$ cat config.mk
export PLATFORM = sky130hd
export DESIGN_NAME = roc_conditioner
export DESIGN_NICKNAME = d
export VERILOG_FILES = /design/src/include/roc_pkg.sv /design/src/roc_conditioner.sv /design/src/roc_tick.sv
export SDC_FILE = /design/constraint.sdc
export NUM_CORES = 1
export LEC_CHECK = 0
export ABC_AREA = 1
export BUFFER_PORTS_ARGS = -buffer_cell sky130_fd_sc_hd__buf_2
export CORE_ASPECT_RATIO = 1.1
export CORE_MARGIN = 2
export CORE_UTILIZATION = 58
export DETAILED_ROUTE_END_ITERATION = 8
export PLACE_DENSITY_LB_ADDON = 0.12
export RECOVER_POWER = 100
export SETUP_SLACK_MARGIN = 0.2
export SYNTH_ARGS = -nofsm -noshare
export SYNTH_HDL_FRONTEND = slang
export SYNTH_SLANG_ARGS = --single-unit
$ cat constraint.sdc
create_clock -name ref_clk -period 2.75 [get_ports ref_clk]
set_input_delay 0.4125 -clock ref_clk [delete_from_list [all_inputs] [get_ports ref_clk]]
set_output_delay 0.4125 -clock ref_clk [all_outputs]
set_load 0.03 [all_outputs]
$ cat src/include/roc_pkg.sv
package roc_pkg;
  // ----------------------------------------
  // register map (byte addresses)
  // ----------------------------------------
  localparam logic [31:0] ADDR_CTRL = 32'h0000_0000;
  localparam logic [31:0] ADDR_HOLD = 32'h0000_0004;
  localparam logic [31:0] ADDR_OFFDLY = 32'h0000_0008;
  localparam logic [31:0] ADDR_STATUS = 32'h0000_000c;

  // ----------------------------------------
  // field positions
  // ----------------------------------------
  localparam int CTRL_LATCH_BIT = 0;
  localparam int CTRL_INV_LSB = 8;
  localparam int STAT_RELAY_BIT = 0;
  localparam int STAT_LATCHED_BIT = 1;
  localparam int STAT_OFFRUN_BIT = 2;
  localparam int STAT_HOLDBUSY_BIT = 3;
  localparam int STAT_CMD_BIT = 4;
  localparam int STAT_SIG_LSB = 8;

  // ----------------------------------------
  // sizes and values after reset
  // ----------------------------------------
  localparam int NUM_SIG = 7;
  localparam int TIME_W = 15;
  localparam logic [NUM_SIG-1:0] INV_RST = 7'h00;
  localparam logic LATCH_RST = 1'b0;
  localparam logic [TIME_W-1:0] HOLD_RST = 15'h0000;
  localparam logic [TIME_W-1:0] OFFDLY_RST = 15'h0000;

  // ----------------------------------------
  // timing: settings count 10 ms steps, 0.00 .. 300.00 s
  // ----------------------------------------
  localparam int CLK_PERIOD_NS = 10;
  localparam int STEP_NS = 10_000_000;
  localparam int TIME_MAX_CS = 30000;
  localparam int TICK_CYCLES = STEP_NS / CLK_PERIOD_NS;
  localparam logic [TIME_W-1:0] TIME_MAX = TIME_W'(TIME_MAX_CS);
  localparam int TICK_W = 20;

  // ----------------------------------------
  // bus responses
  // ----------------------------------------
  localparam logic [1:0] RESP_OKAY = 2'h0;
  localparam logic [1:0] RESP_SLVERR = 2'h2;
endpackage

$ cat src/roc_conditioner.sv
`timescale 1ns/100ps
// Contract
// - each of seven inputs has its own inversion setting, off after reset
// - every relay output change is held at least the hold time, 0..300 s
// - with latching on, a picked-up relay stays on after inputs drop
// - the single relay has one acknowledge input to release the latch
// - acknowledge acts only while latching is enabled
module roc_conditioner #(
  parameter int TICK_CYCLES = roc_pkg::TICK_CYCLES
) (
  input wire logic ref_clk,
  input wire logic nrst,
  input wire logic [roc_pkg::NUM_SIG-1:0] sigIn,
  input wire logic ackIn,
  output logic relayOut,
  input wire logic [31:0] s_axi_awaddr,
  input wire logic s_axi_awvalid,
  output logic s_axi_awready,
  input wire logic [31:0] s_axi_wdata,
  input wire logic [3:0] s_axi_wstrb,
  input wire logic s_axi_wvalid,
  output logic s_axi_wready,
  output logic [1:0] s_axi_bresp,
  output logic s_axi_bvalid,
  input wire logic s_axi_bready,
  input wire logic [31:0] s_axi_araddr,
  input wire logic s_axi_arvalid,
  output logic s_axi_arready,
  output logic [31:0] s_axi_rdata,
  output logic [1:0] s_axi_rresp,
  output logic s_axi_rvalid,
  input wire logic s_axi_rready
);
  // ----------------------------------------
  // state
  // ----------------------------------------
  typedef struct packed {
    logic awHave;
    logic [31:0] awAddr;
    logic wHave;
    logic [31:0] wData;
    logic [3:0] wStrb;
    logic bValid;
    logic [1:0] bResp;
    logic rValid;
    logic [31:0] rData;
    logic [1:0] rResp;
    logic latchEn;
    logic [roc_pkg::NUM_SIG-1:0] invMask;
    logic [roc_pkg::TIME_W-1:0] holdSet;
    logic [roc_pkg::TIME_W-1:0] offSet;
    logic offRun;
    logic [roc_pkg::TIME_W-1:0] offCnt;
    logic latched;
    logic relay;
    logic [roc_pkg::TIME_W-1:0] holdCnt;
  } roc_state_t;

  roc_state_t s_q;
  roc_state_t s_d;
  logic cmd;
  logic want;
  logic desired;
  logic relayChg;
  logic holdTick;
  logic offTick;
  logic holdDone;
  logic [31:0] ctrlWord;
  logic [31:0] holdWord;
  logic [31:0] offWord;
  logic [31:0] statWord;
  logic [31:0] ctrlNew;

  // ----------------------------------------
  // helpers
  // ----------------------------------------
  // merge write data into a word by byte strobes
  function automatic logic [31:0] merge_bytes(input logic [31:0] old, input logic [31:0] nw, input logic [3:0] strb);
    logic [31:0] res;
    res = old;
    for (int i = 0; i < 4; i++)
    begin
      if (strb[i])
        res[i*8 +: 8] = nw[i*8 +: 8];
    end
    return res;
  endfunction

  // clamp a time setting to 300.00 s
  function automatic logic [roc_pkg::TIME_W-1:0] clamp_time(input logic [31:0] w);
    logic [roc_pkg::TIME_W-1:0] res;
    if (w > 32'(roc_pkg::TIME_MAX_CS))
      res = roc_pkg::TIME_MAX;
    else
      res = w[roc_pkg::TIME_W-1:0];
    return res;
  endfunction

  // ----------------------------------------
  // step timers
  // ----------------------------------------
  // hold timer restarts on every relay change
  roc_tick #(.CYCLES(TICK_CYCLES)) u_hold_tick (
    .ref_clk(ref_clk),
    .nrst(nrst),
    .clr(relayChg),
    .tick(holdTick)
  );

  // off-delay timer restarts while the command is present
  roc_tick #(.CYCLES(TICK_CYCLES)) u_off_tick (
    .ref_clk(ref_clk),
    .nrst(nrst),
    .clr(cmd),
    .tick(offTick)
  );

  // ----------------------------------------
  // register views
  // ----------------------------------------
  // readable words built from state
  always_comb
  begin
    ctrlWord = '0;
    ctrlWord[roc_pkg::CTRL_LATCH_BIT] = s_q.latchEn;
    ctrlWord[roc_pkg::CTRL_INV_LSB +: roc_pkg::NUM_SIG] = s_q.invMask;
    holdWord = 32'(s_q.holdSet);
    offWord = 32'(s_q.offSet);
    statWord = '0;
    statWord[roc_pkg::STAT_RELAY_BIT] = s_q.relay;
    statWord[roc_pkg::STAT_LATCHED_BIT] = s_q.latched;
    statWord[roc_pkg::STAT_OFFRUN_BIT] = s_q.offRun;
    statWord[roc_pkg::STAT_HOLDBUSY_BIT] = !holdDone;
    statWord[roc_pkg::STAT_CMD_BIT] = cmd;
    statWord[roc_pkg::STAT_SIG_LSB +: roc_pkg::NUM_SIG] = sigIn;
    ctrlNew = merge_bytes(ctrlWord, s_q.wData, s_q.wStrb); // control word after a pending write
  end

  // ----------------------------------------
  // relay conditioning
  // ----------------------------------------
  // inverted inputs ORed into one command
  assign cmd = |(sigIn ^ s_q.invMask);
  assign want = cmd || s_q.offRun;
  assign desired = want || s_q.latched;
  assign holdDone = s_q.holdCnt >= s_q.holdSet;
  assign relayChg = (desired != s_q.relay) && holdDone;

  // ----------------------------------------
  // next state
  // ----------------------------------------
  always_comb
  begin
    s_d = s_q;
    // off delay: stretch the command after it drops
    if (cmd)
    begin
      s_d.offRun = 1'b1;
      s_d.offCnt = '0;
    end
    else if (s_q.offRun)
    begin
      if (s_q.offCnt >= s_q.offSet)
        s_d.offRun = 1'b0;
      else if (offTick)
        s_d.offCnt = s_q.offCnt + roc_pkg::TIME_W'(1);
    end
    // latch: set wins over acknowledge, cleared when disabled
    s_d.latched = s_q.latchEn && (want || (s_q.latched && !ackIn));
    // relay with minimum hold
    if (relayChg)
    begin
      s_d.relay = desired;
      s_d.holdCnt = '0;
    end
    else if (holdTick && s_q.holdCnt != roc_pkg::TIME_MAX)
      s_d.holdCnt = s_q.holdCnt + roc_pkg::TIME_W'(1);
    // write address and data, taken in either order
    if (s_axi_awvalid && s_axi_awready)
    begin
      s_d.awHave = 1'b1;
      s_d.awAddr = s_axi_awaddr;
    end
    if (s_axi_wvalid && s_axi_wready)
    begin
      s_d.wHave = 1'b1;
      s_d.wData = s_axi_wdata;
      s_d.wStrb = s_axi_wstrb;
    end
    // perform write once both halves are here
    if (s_q.awHave && s_q.wHave)
    begin
      s_d.awHave = 1'b0;
      s_d.wHave = 1'b0;
      s_d.bValid = 1'b1;
      s_d.bResp = roc_pkg::RESP_OKAY;
      unique case (s_q.awAddr)
        roc_pkg::ADDR_CTRL:
        begin
          s_d.latchEn = ctrlNew[roc_pkg::CTRL_LATCH_BIT];
          s_d.invMask = ctrlNew[roc_pkg::CTRL_INV_LSB +: roc_pkg::NUM_SIG];
        end
        roc_pkg::ADDR_HOLD:
        begin
          s_d.holdSet = clamp_time(merge_bytes(holdWord, s_q.wData, s_q.wStrb));
        end
        roc_pkg::ADDR_OFFDLY:
        begin
          s_d.offSet = clamp_time(merge_bytes(offWord, s_q.wData, s_q.wStrb));
        end
        roc_pkg::ADDR_STATUS:
        begin
          s_d.bResp = roc_pkg::RESP_OKAY;
        end
        default:
        begin
          s_d.bResp = roc_pkg::RESP_SLVERR;
        end
      endcase
    end
    // write response
    if (s_q.bValid && s_axi_bready)
      s_d.bValid = 1'b0;
    // read channel
    if (s_q.rValid && s_axi_rready)
      s_d.rValid = 1'b0;
    if (s_axi_arvalid && s_axi_arready)
    begin
      s_d.rValid = 1'b1;
      s_d.rResp = roc_pkg::RESP_OKAY;
      unique case (s_axi_araddr)
        roc_pkg::ADDR_CTRL: s_d.rData = ctrlWord;
        roc_pkg::ADDR_HOLD: s_d.rData = holdWord;
        roc_pkg::ADDR_OFFDLY: s_d.rData = offWord;
        roc_pkg::ADDR_STATUS: s_d.rData = statWord;
        default:
        begin
          s_d.rData = '0;
          s_d.rResp = roc_pkg::RESP_SLVERR;
        end
      endcase
    end
  end

  // ----------------------------------------
  // state register
  // ----------------------------------------
  always_ff @(posedge ref_clk)
  begin
    if (!nrst)
    begin
      s_q <= '0;
      s_q.invMask <= roc_pkg::INV_RST;
      s_q.latchEn <= roc_pkg::LATCH_RST;
      s_q.holdSet <= roc_pkg::HOLD_RST;
      s_q.offSet <= roc_pkg::OFFDLY_RST;
    end
    else
      s_q <= s_d;
  end

  // ----------------------------------------
  // outputs
  // ----------------------------------------
  assign relayOut = s_q.relay;
  assign s_axi_awready = !s_q.awHave && !s_q.bValid;
  assign s_axi_wready = !s_q.wHave && !s_q.bValid;
  assign s_axi_bvalid = s_q.bValid;
  assign s_axi_bresp = s_q.bResp;
  assign s_axi_arready = !s_q.rValid;
  assign s_axi_rvalid = s_q.rValid;
  assign s_axi_rdata = s_q.rData;
  assign s_axi_rresp = s_q.rResp;

  // ----------------------------------------
  // checks
  // ----------------------------------------
  inv_default_a: assert property (@(posedge ref_clk)
    !$past(nrst) && nrst |-> s_q.invMask == roc_pkg::INV_RST)
    else $error("inversion not off after reset");

  inv_command_a: assert property (@(posedge ref_clk) disable iff (!nrst)
    (|(sigIn ^ s_q.invMask)) |=> s_q.offRun)
    else $error("inverted input did not raise the command");

  hold_min_a: assert property (@(posedge ref_clk) disable iff (!nrst)
    $changed(s_q.relay) |-> $past(s_q.holdCnt) >= $past(s_q.holdSet))
    else $error("relay changed before hold time");

  hold_zero_a: assert property (@(posedge ref_clk) disable iff (!nrst)
    s_q.holdSet == 15'h0000 && desired != s_q.relay |=> s_q.relay == $past(desired))
    else $error("relay did not follow with zero hold");

  latch_keep_a: assert property (@(posedge ref_clk) disable iff (!nrst)
    s_q.latchEn && s_q.latched && !ackIn ##1 s_q.latchEn |-> s_q.latched)
    else $error("latched state lost without acknowledge");

  ack_release_a: assert property (@(posedge ref_clk) disable iff (!nrst)
    s_q.latchEn && ackIn && !want |=> !s_q.latched)
    else $error("acknowledge did not release the latch");

  ack_ignored_a: assert property (@(posedge ref_clk) disable iff (!nrst)
    !s_q.latchEn |=> !s_q.latched)
    else $error("latch held while latching disabled");

  off_delay_a: assert property (@(posedge ref_clk) disable iff (!nrst)
    s_q.offRun && !cmd && s_q.offCnt < s_q.offSet |=> s_q.offRun)
    else $error("off delay ended early");
endmodule

$ cat src/roc_tick.sv
`timescale 1ns/100ps
// step pulse generator, restarted by clr so a step always starts fresh
module roc_tick #(
  parameter int CYCLES = roc_pkg::TICK_CYCLES
) (
  input wire logic ref_clk,
  input wire logic nrst,
  input wire logic clr,
  output logic tick
);
  logic [roc_pkg::TICK_W-1:0] cnt_q;
  logic [roc_pkg::TICK_W-1:0] cnt_d;

  // count one step, wrap and pulse
  always_comb
  begin
    tick = (cnt_q == roc_pkg::TICK_W'(CYCLES - 1)) && !clr;
    if (clr || tick)
      cnt_d = '0;
    else
      cnt_d = cnt_q + roc_pkg::TICK_W'(1);
  end

  // step counter
  always_ff @(posedge ref_clk)
  begin
    if (!nrst)
      cnt_q <= '0;
    else
      cnt_q <= cnt_d;
  end
endmodule

==> impl_metrics.toml <==
[synthesis]
synth-simple-area-share = 0.3409
synth.yosys.seq_area_share = 0.3714
async_flop_share = 0
synth_compound_area_frac = 0.1247
synth.mux.area_fraction = 0
yosys_warnings = 0
synthCells = 1607
synth.avg_cell_area_um2 = 6.708
synth.cell_area_um2 = 10780
synth_adder_area_share = 0.04062
yosysUniqueCellTypes = 47
ys_seq_elements = 200
synth_ff_type = "sky130_fd_sc_hd__dfxtp_1"
dominant_combinational_cell_family_by_area_after_synthesis = "simple AND/OR/NAND/NOR gates"
count_of_flip_flops_with_a_built_in_enable_after_synthesis = 0
xor_xnor_share_of_the_synthesized_area = 0.01300

[status]
outcome = "complete, but fails checks"
violated_checks = "max-capacitance violations, max-slew violations"

[routing]
detail_route.drc_violations = 0
vias = 10380
drt_first_iter_violations = 664
route.antenna.remaining_nets = 0
wl_um = 26590
drt-vias-per-instance = 5.267
drt_pre_antenna_iters = 5
wl_per_cell_um = 13.50

[clocking]
clock_tree_from_tritoncts = "yes"
clk_path_buf_depth = 2
ctsHtreeMaxLevel = 4
clkTransAtPathRegs_ns = 0.08
number_of_sinks_driven_by_the_clock_tree = 200
clock_latency_late_sink_ns = 0.44
cts.repair.resized = 0
cts_setup_buffers = 0
cts-hold-fix-buffers = 0
cts-buffers-inserted = 17
clk_tree_root_cell = "sky130_fd_sc_hd__clkbuf_16"

[grt]
grt_use_met2 = 0.4331
grt_first_pass_wirelength_um = 43060
groute.usage.overall = 0.2664
number_of_global_route_vias_before_repair = 9217
grt_max_degree = 66
initial_antenna_violation_count = 0
groute.layer.met1.usage = 0.3559
busiest_layer = "met2"
grt.met3_usage = 0.04589
congestion_overflow_gr = 0

[place]
port_buffers = 137
dpl.hpwl_um = 19680
finalWeightedCongestion = 0.9195
placedCellCount = 1937

[floorplan]
rows = 52
die_area_um2 = 19690
die_w_um = 134.0
die_height_um = 147.0
effective_utilization_at_floorplan = 0.5897
count_of_boundary_i_o_pins = 157
fp.coreArea_um2 = 18280

[setup_path]
timing.critical_path.cells = "inv_1 > ha_1 > nand2_1 > nor2_1 > nand3_1 > nor2_1 > nor2_1 > nand3_1 > nand3_4 > nand2_1 > inv_1 > nand2_1 > nor2_1"
critical_path_class = "flip-flop to flip-flop"
path_max_fanout = 14
critical_path.max_stage_delay_ns = 0.38
worstPathArrival_ns = 2.77
critPathLaunchType = "flip-flop"
crit_top_cell = "sky130_fd_sc_hd__nor2_1"
timing.critical_path.to_type = "flip-flop"
required_ns = 3.09
critPathSlowestCell = "sky130_fd_sc_hd__dfxtp_1"

[pwr]
worst_ir_drop_vdd_mv = 0.4946
cellLeakagePower_nw = 5.145
power-per-cell-area_nw_per_um2 = 515.6

[flow_run]
max-cap-violations = 1

[final_layout]
nets = 1864
utilization = 0.6547
drive_gt1_frac = 0.1100
syn2layout_area_growth_pct = 11.03
antenna-diode-count = 0
post_layout_nonfiller_instances = 1970

[timing]
relSlewSlack = -0.03655
finClkSkew_ns = 0.008316
max_clock_freq_mhz = 411.8
timing.hold.ws_ns = 0.1470
grt_setup_unrepaired = "false"
setup_viol_count_final = 0
hold_violations = 0
tightestPinTransition_ns = 1.555
finalCriticalPeriod_ns = 2.428
timing.final.crit_share = 0.8830
totalNegativeSetupSlack_ns = 0
final_max_slew_viol_count = 44

[worst_hold_path]
path_class_of_the_lowest_slack_min_delay_path = "input pin to flip-flop"
==> power breakdown <==
| part | leakage (nW) | total, mW | internal, mW | switching, mW |
|---|---|---|---|---|
| combinational | 3.23 | 0.612 | 0.205 | 0.406 |
| sequential | 1.63 | 3.09 | 3.01 | 0.0829 |
| clock | 0.282 | 2.47 | 1.25 | 1.21 |
==> metal layers <==
layer	wire length, µm	share of wire
met1	12290	0.46
met2	12100	0.46
met3	1551	0.058
met4	643	0.024
met5	0	0
==> cell families (layout without fill, tap and decap cells) <==
logic type	count (synthesis)	in the layout
AND/OR/NAND/NOR	828	829
AO/OA/AOI/OAI	258	258
buffers and inverters	269	370
flip-flops	200	200
other	1	19
XOR/XNOR	16	16
adder cells (fa/ha/maj)	35	35
==> final timing paths <==
kind,from,endpoint,slack [ns],cells after the start
setup reg to reg,holdWord[13],s_q[12],0.32,13
hold reg to reg,u_off_tick.cnt_q[0],u_off_tick.cnt_q[0],0.45,1
hold / removal,s_axi_bready,s_axi_bvalid,0.15,2
setup / recovery,holdWord[13],s_q[12],0.32,13
==> placed cells by master (no fill, tap or decap), drive strengths merged, types with 34 or more instances in the layout <==
cell	Yosys	routed
ha	35	35
nor3	34	34
buf	52	122
a21oi	117	117
nor2	285	285
clkbuf	29	47
nand2	350	350
inv	186	192
nand4	40	40
dfxtp	200	200
nand3	73	74
o21ai	123	123
==> worst max-delay path: cells and delay by family (launching register included) <==
| kind | cells | cell delay (ns) |
|---|---|---|
| flip-flops | 1 | 0.38 |
| adder cells (fa/ha/maj) | 1 | 0.29 |
| AND/OR/NAND/NOR | 10 | 1.43 |
| buffers and inverters | 2 | 0.22 |
==> flip-flops by register name, indices dropped and copies added (netlist names) <==
register / cells
ctrlWord: 8
holdWord: 15
offWord: 15
relayOut: 1
s_axi_bresp: 1
s_axi_bvalid: 1
s_axi_rdata: 15
s_axi_rresp: 1
s_axi_rvalid: 1
s_q: 102
u_hold_tick.cnt_q: 20
u_off_tick.cnt_q: 20
==> area by class of cell <==
| type | instances | area, µm² |
|---|---|---|
| clock buffer | 19 | 452.9 |
| clock inverter | 13 | 133.9 |
| fill | 1773 | 6314 |
| inverter | 188 | 705.7 |
| multi-input combinational | 1157 | 5628 |
| sequential | 200 | 4004 |
| tap | 243 | 304.0 |
| timing repair buffer | 150 | 740.7 |
==> through the flow <==
stage / total power [mW] / area [µm²] / worst slack, ns
after floorplan: 3.591 / 10850 / 0.9017
after global placement: 3.756 / 11460 / 0.4173
after detailed placement: 3.770 / 11460 / 0.3808
after CTS: 6.213 / 12050 / 0.3536
after global routing: 6.423 / 11970 / 0.1144
final: 6.172 / 11970 / 0.3218
==> cells in the mapped netlist, types with 17 or more instances <==
cell type / n / area [µm²]
sky130_fd_sc_hd__a21oi_1: 115 / 575.6
sky130_fd_sc_hd__buf_4: 37 / 277.8
sky130_fd_sc_hd__clkbuf_1: 29 / 108.9
sky130_fd_sc_hd__dfxtp_1: 200 / 4004
sky130_fd_sc_hd__ha_1: 35 / 437.9
sky130_fd_sc_hd__inv_1: 179 / 671.9
sky130_fd_sc_hd__nand2_1: 340 / 1276
sky130_fd_sc_hd__nand3_1: 71 / 355.3
sky130_fd_sc_hd__nand4_1: 39 / 244.0
sky130_fd_sc_hd__nor2_1: 277 / 1040
sky130_fd_sc_hd__nor3_1: 28 / 140.1
sky130_fd_sc_hd__nor4_1: 17 / 106.4
sky130_fd_sc_hd__o21ai_0: 120 / 600.6
Power figures use the tool's default switching activity.
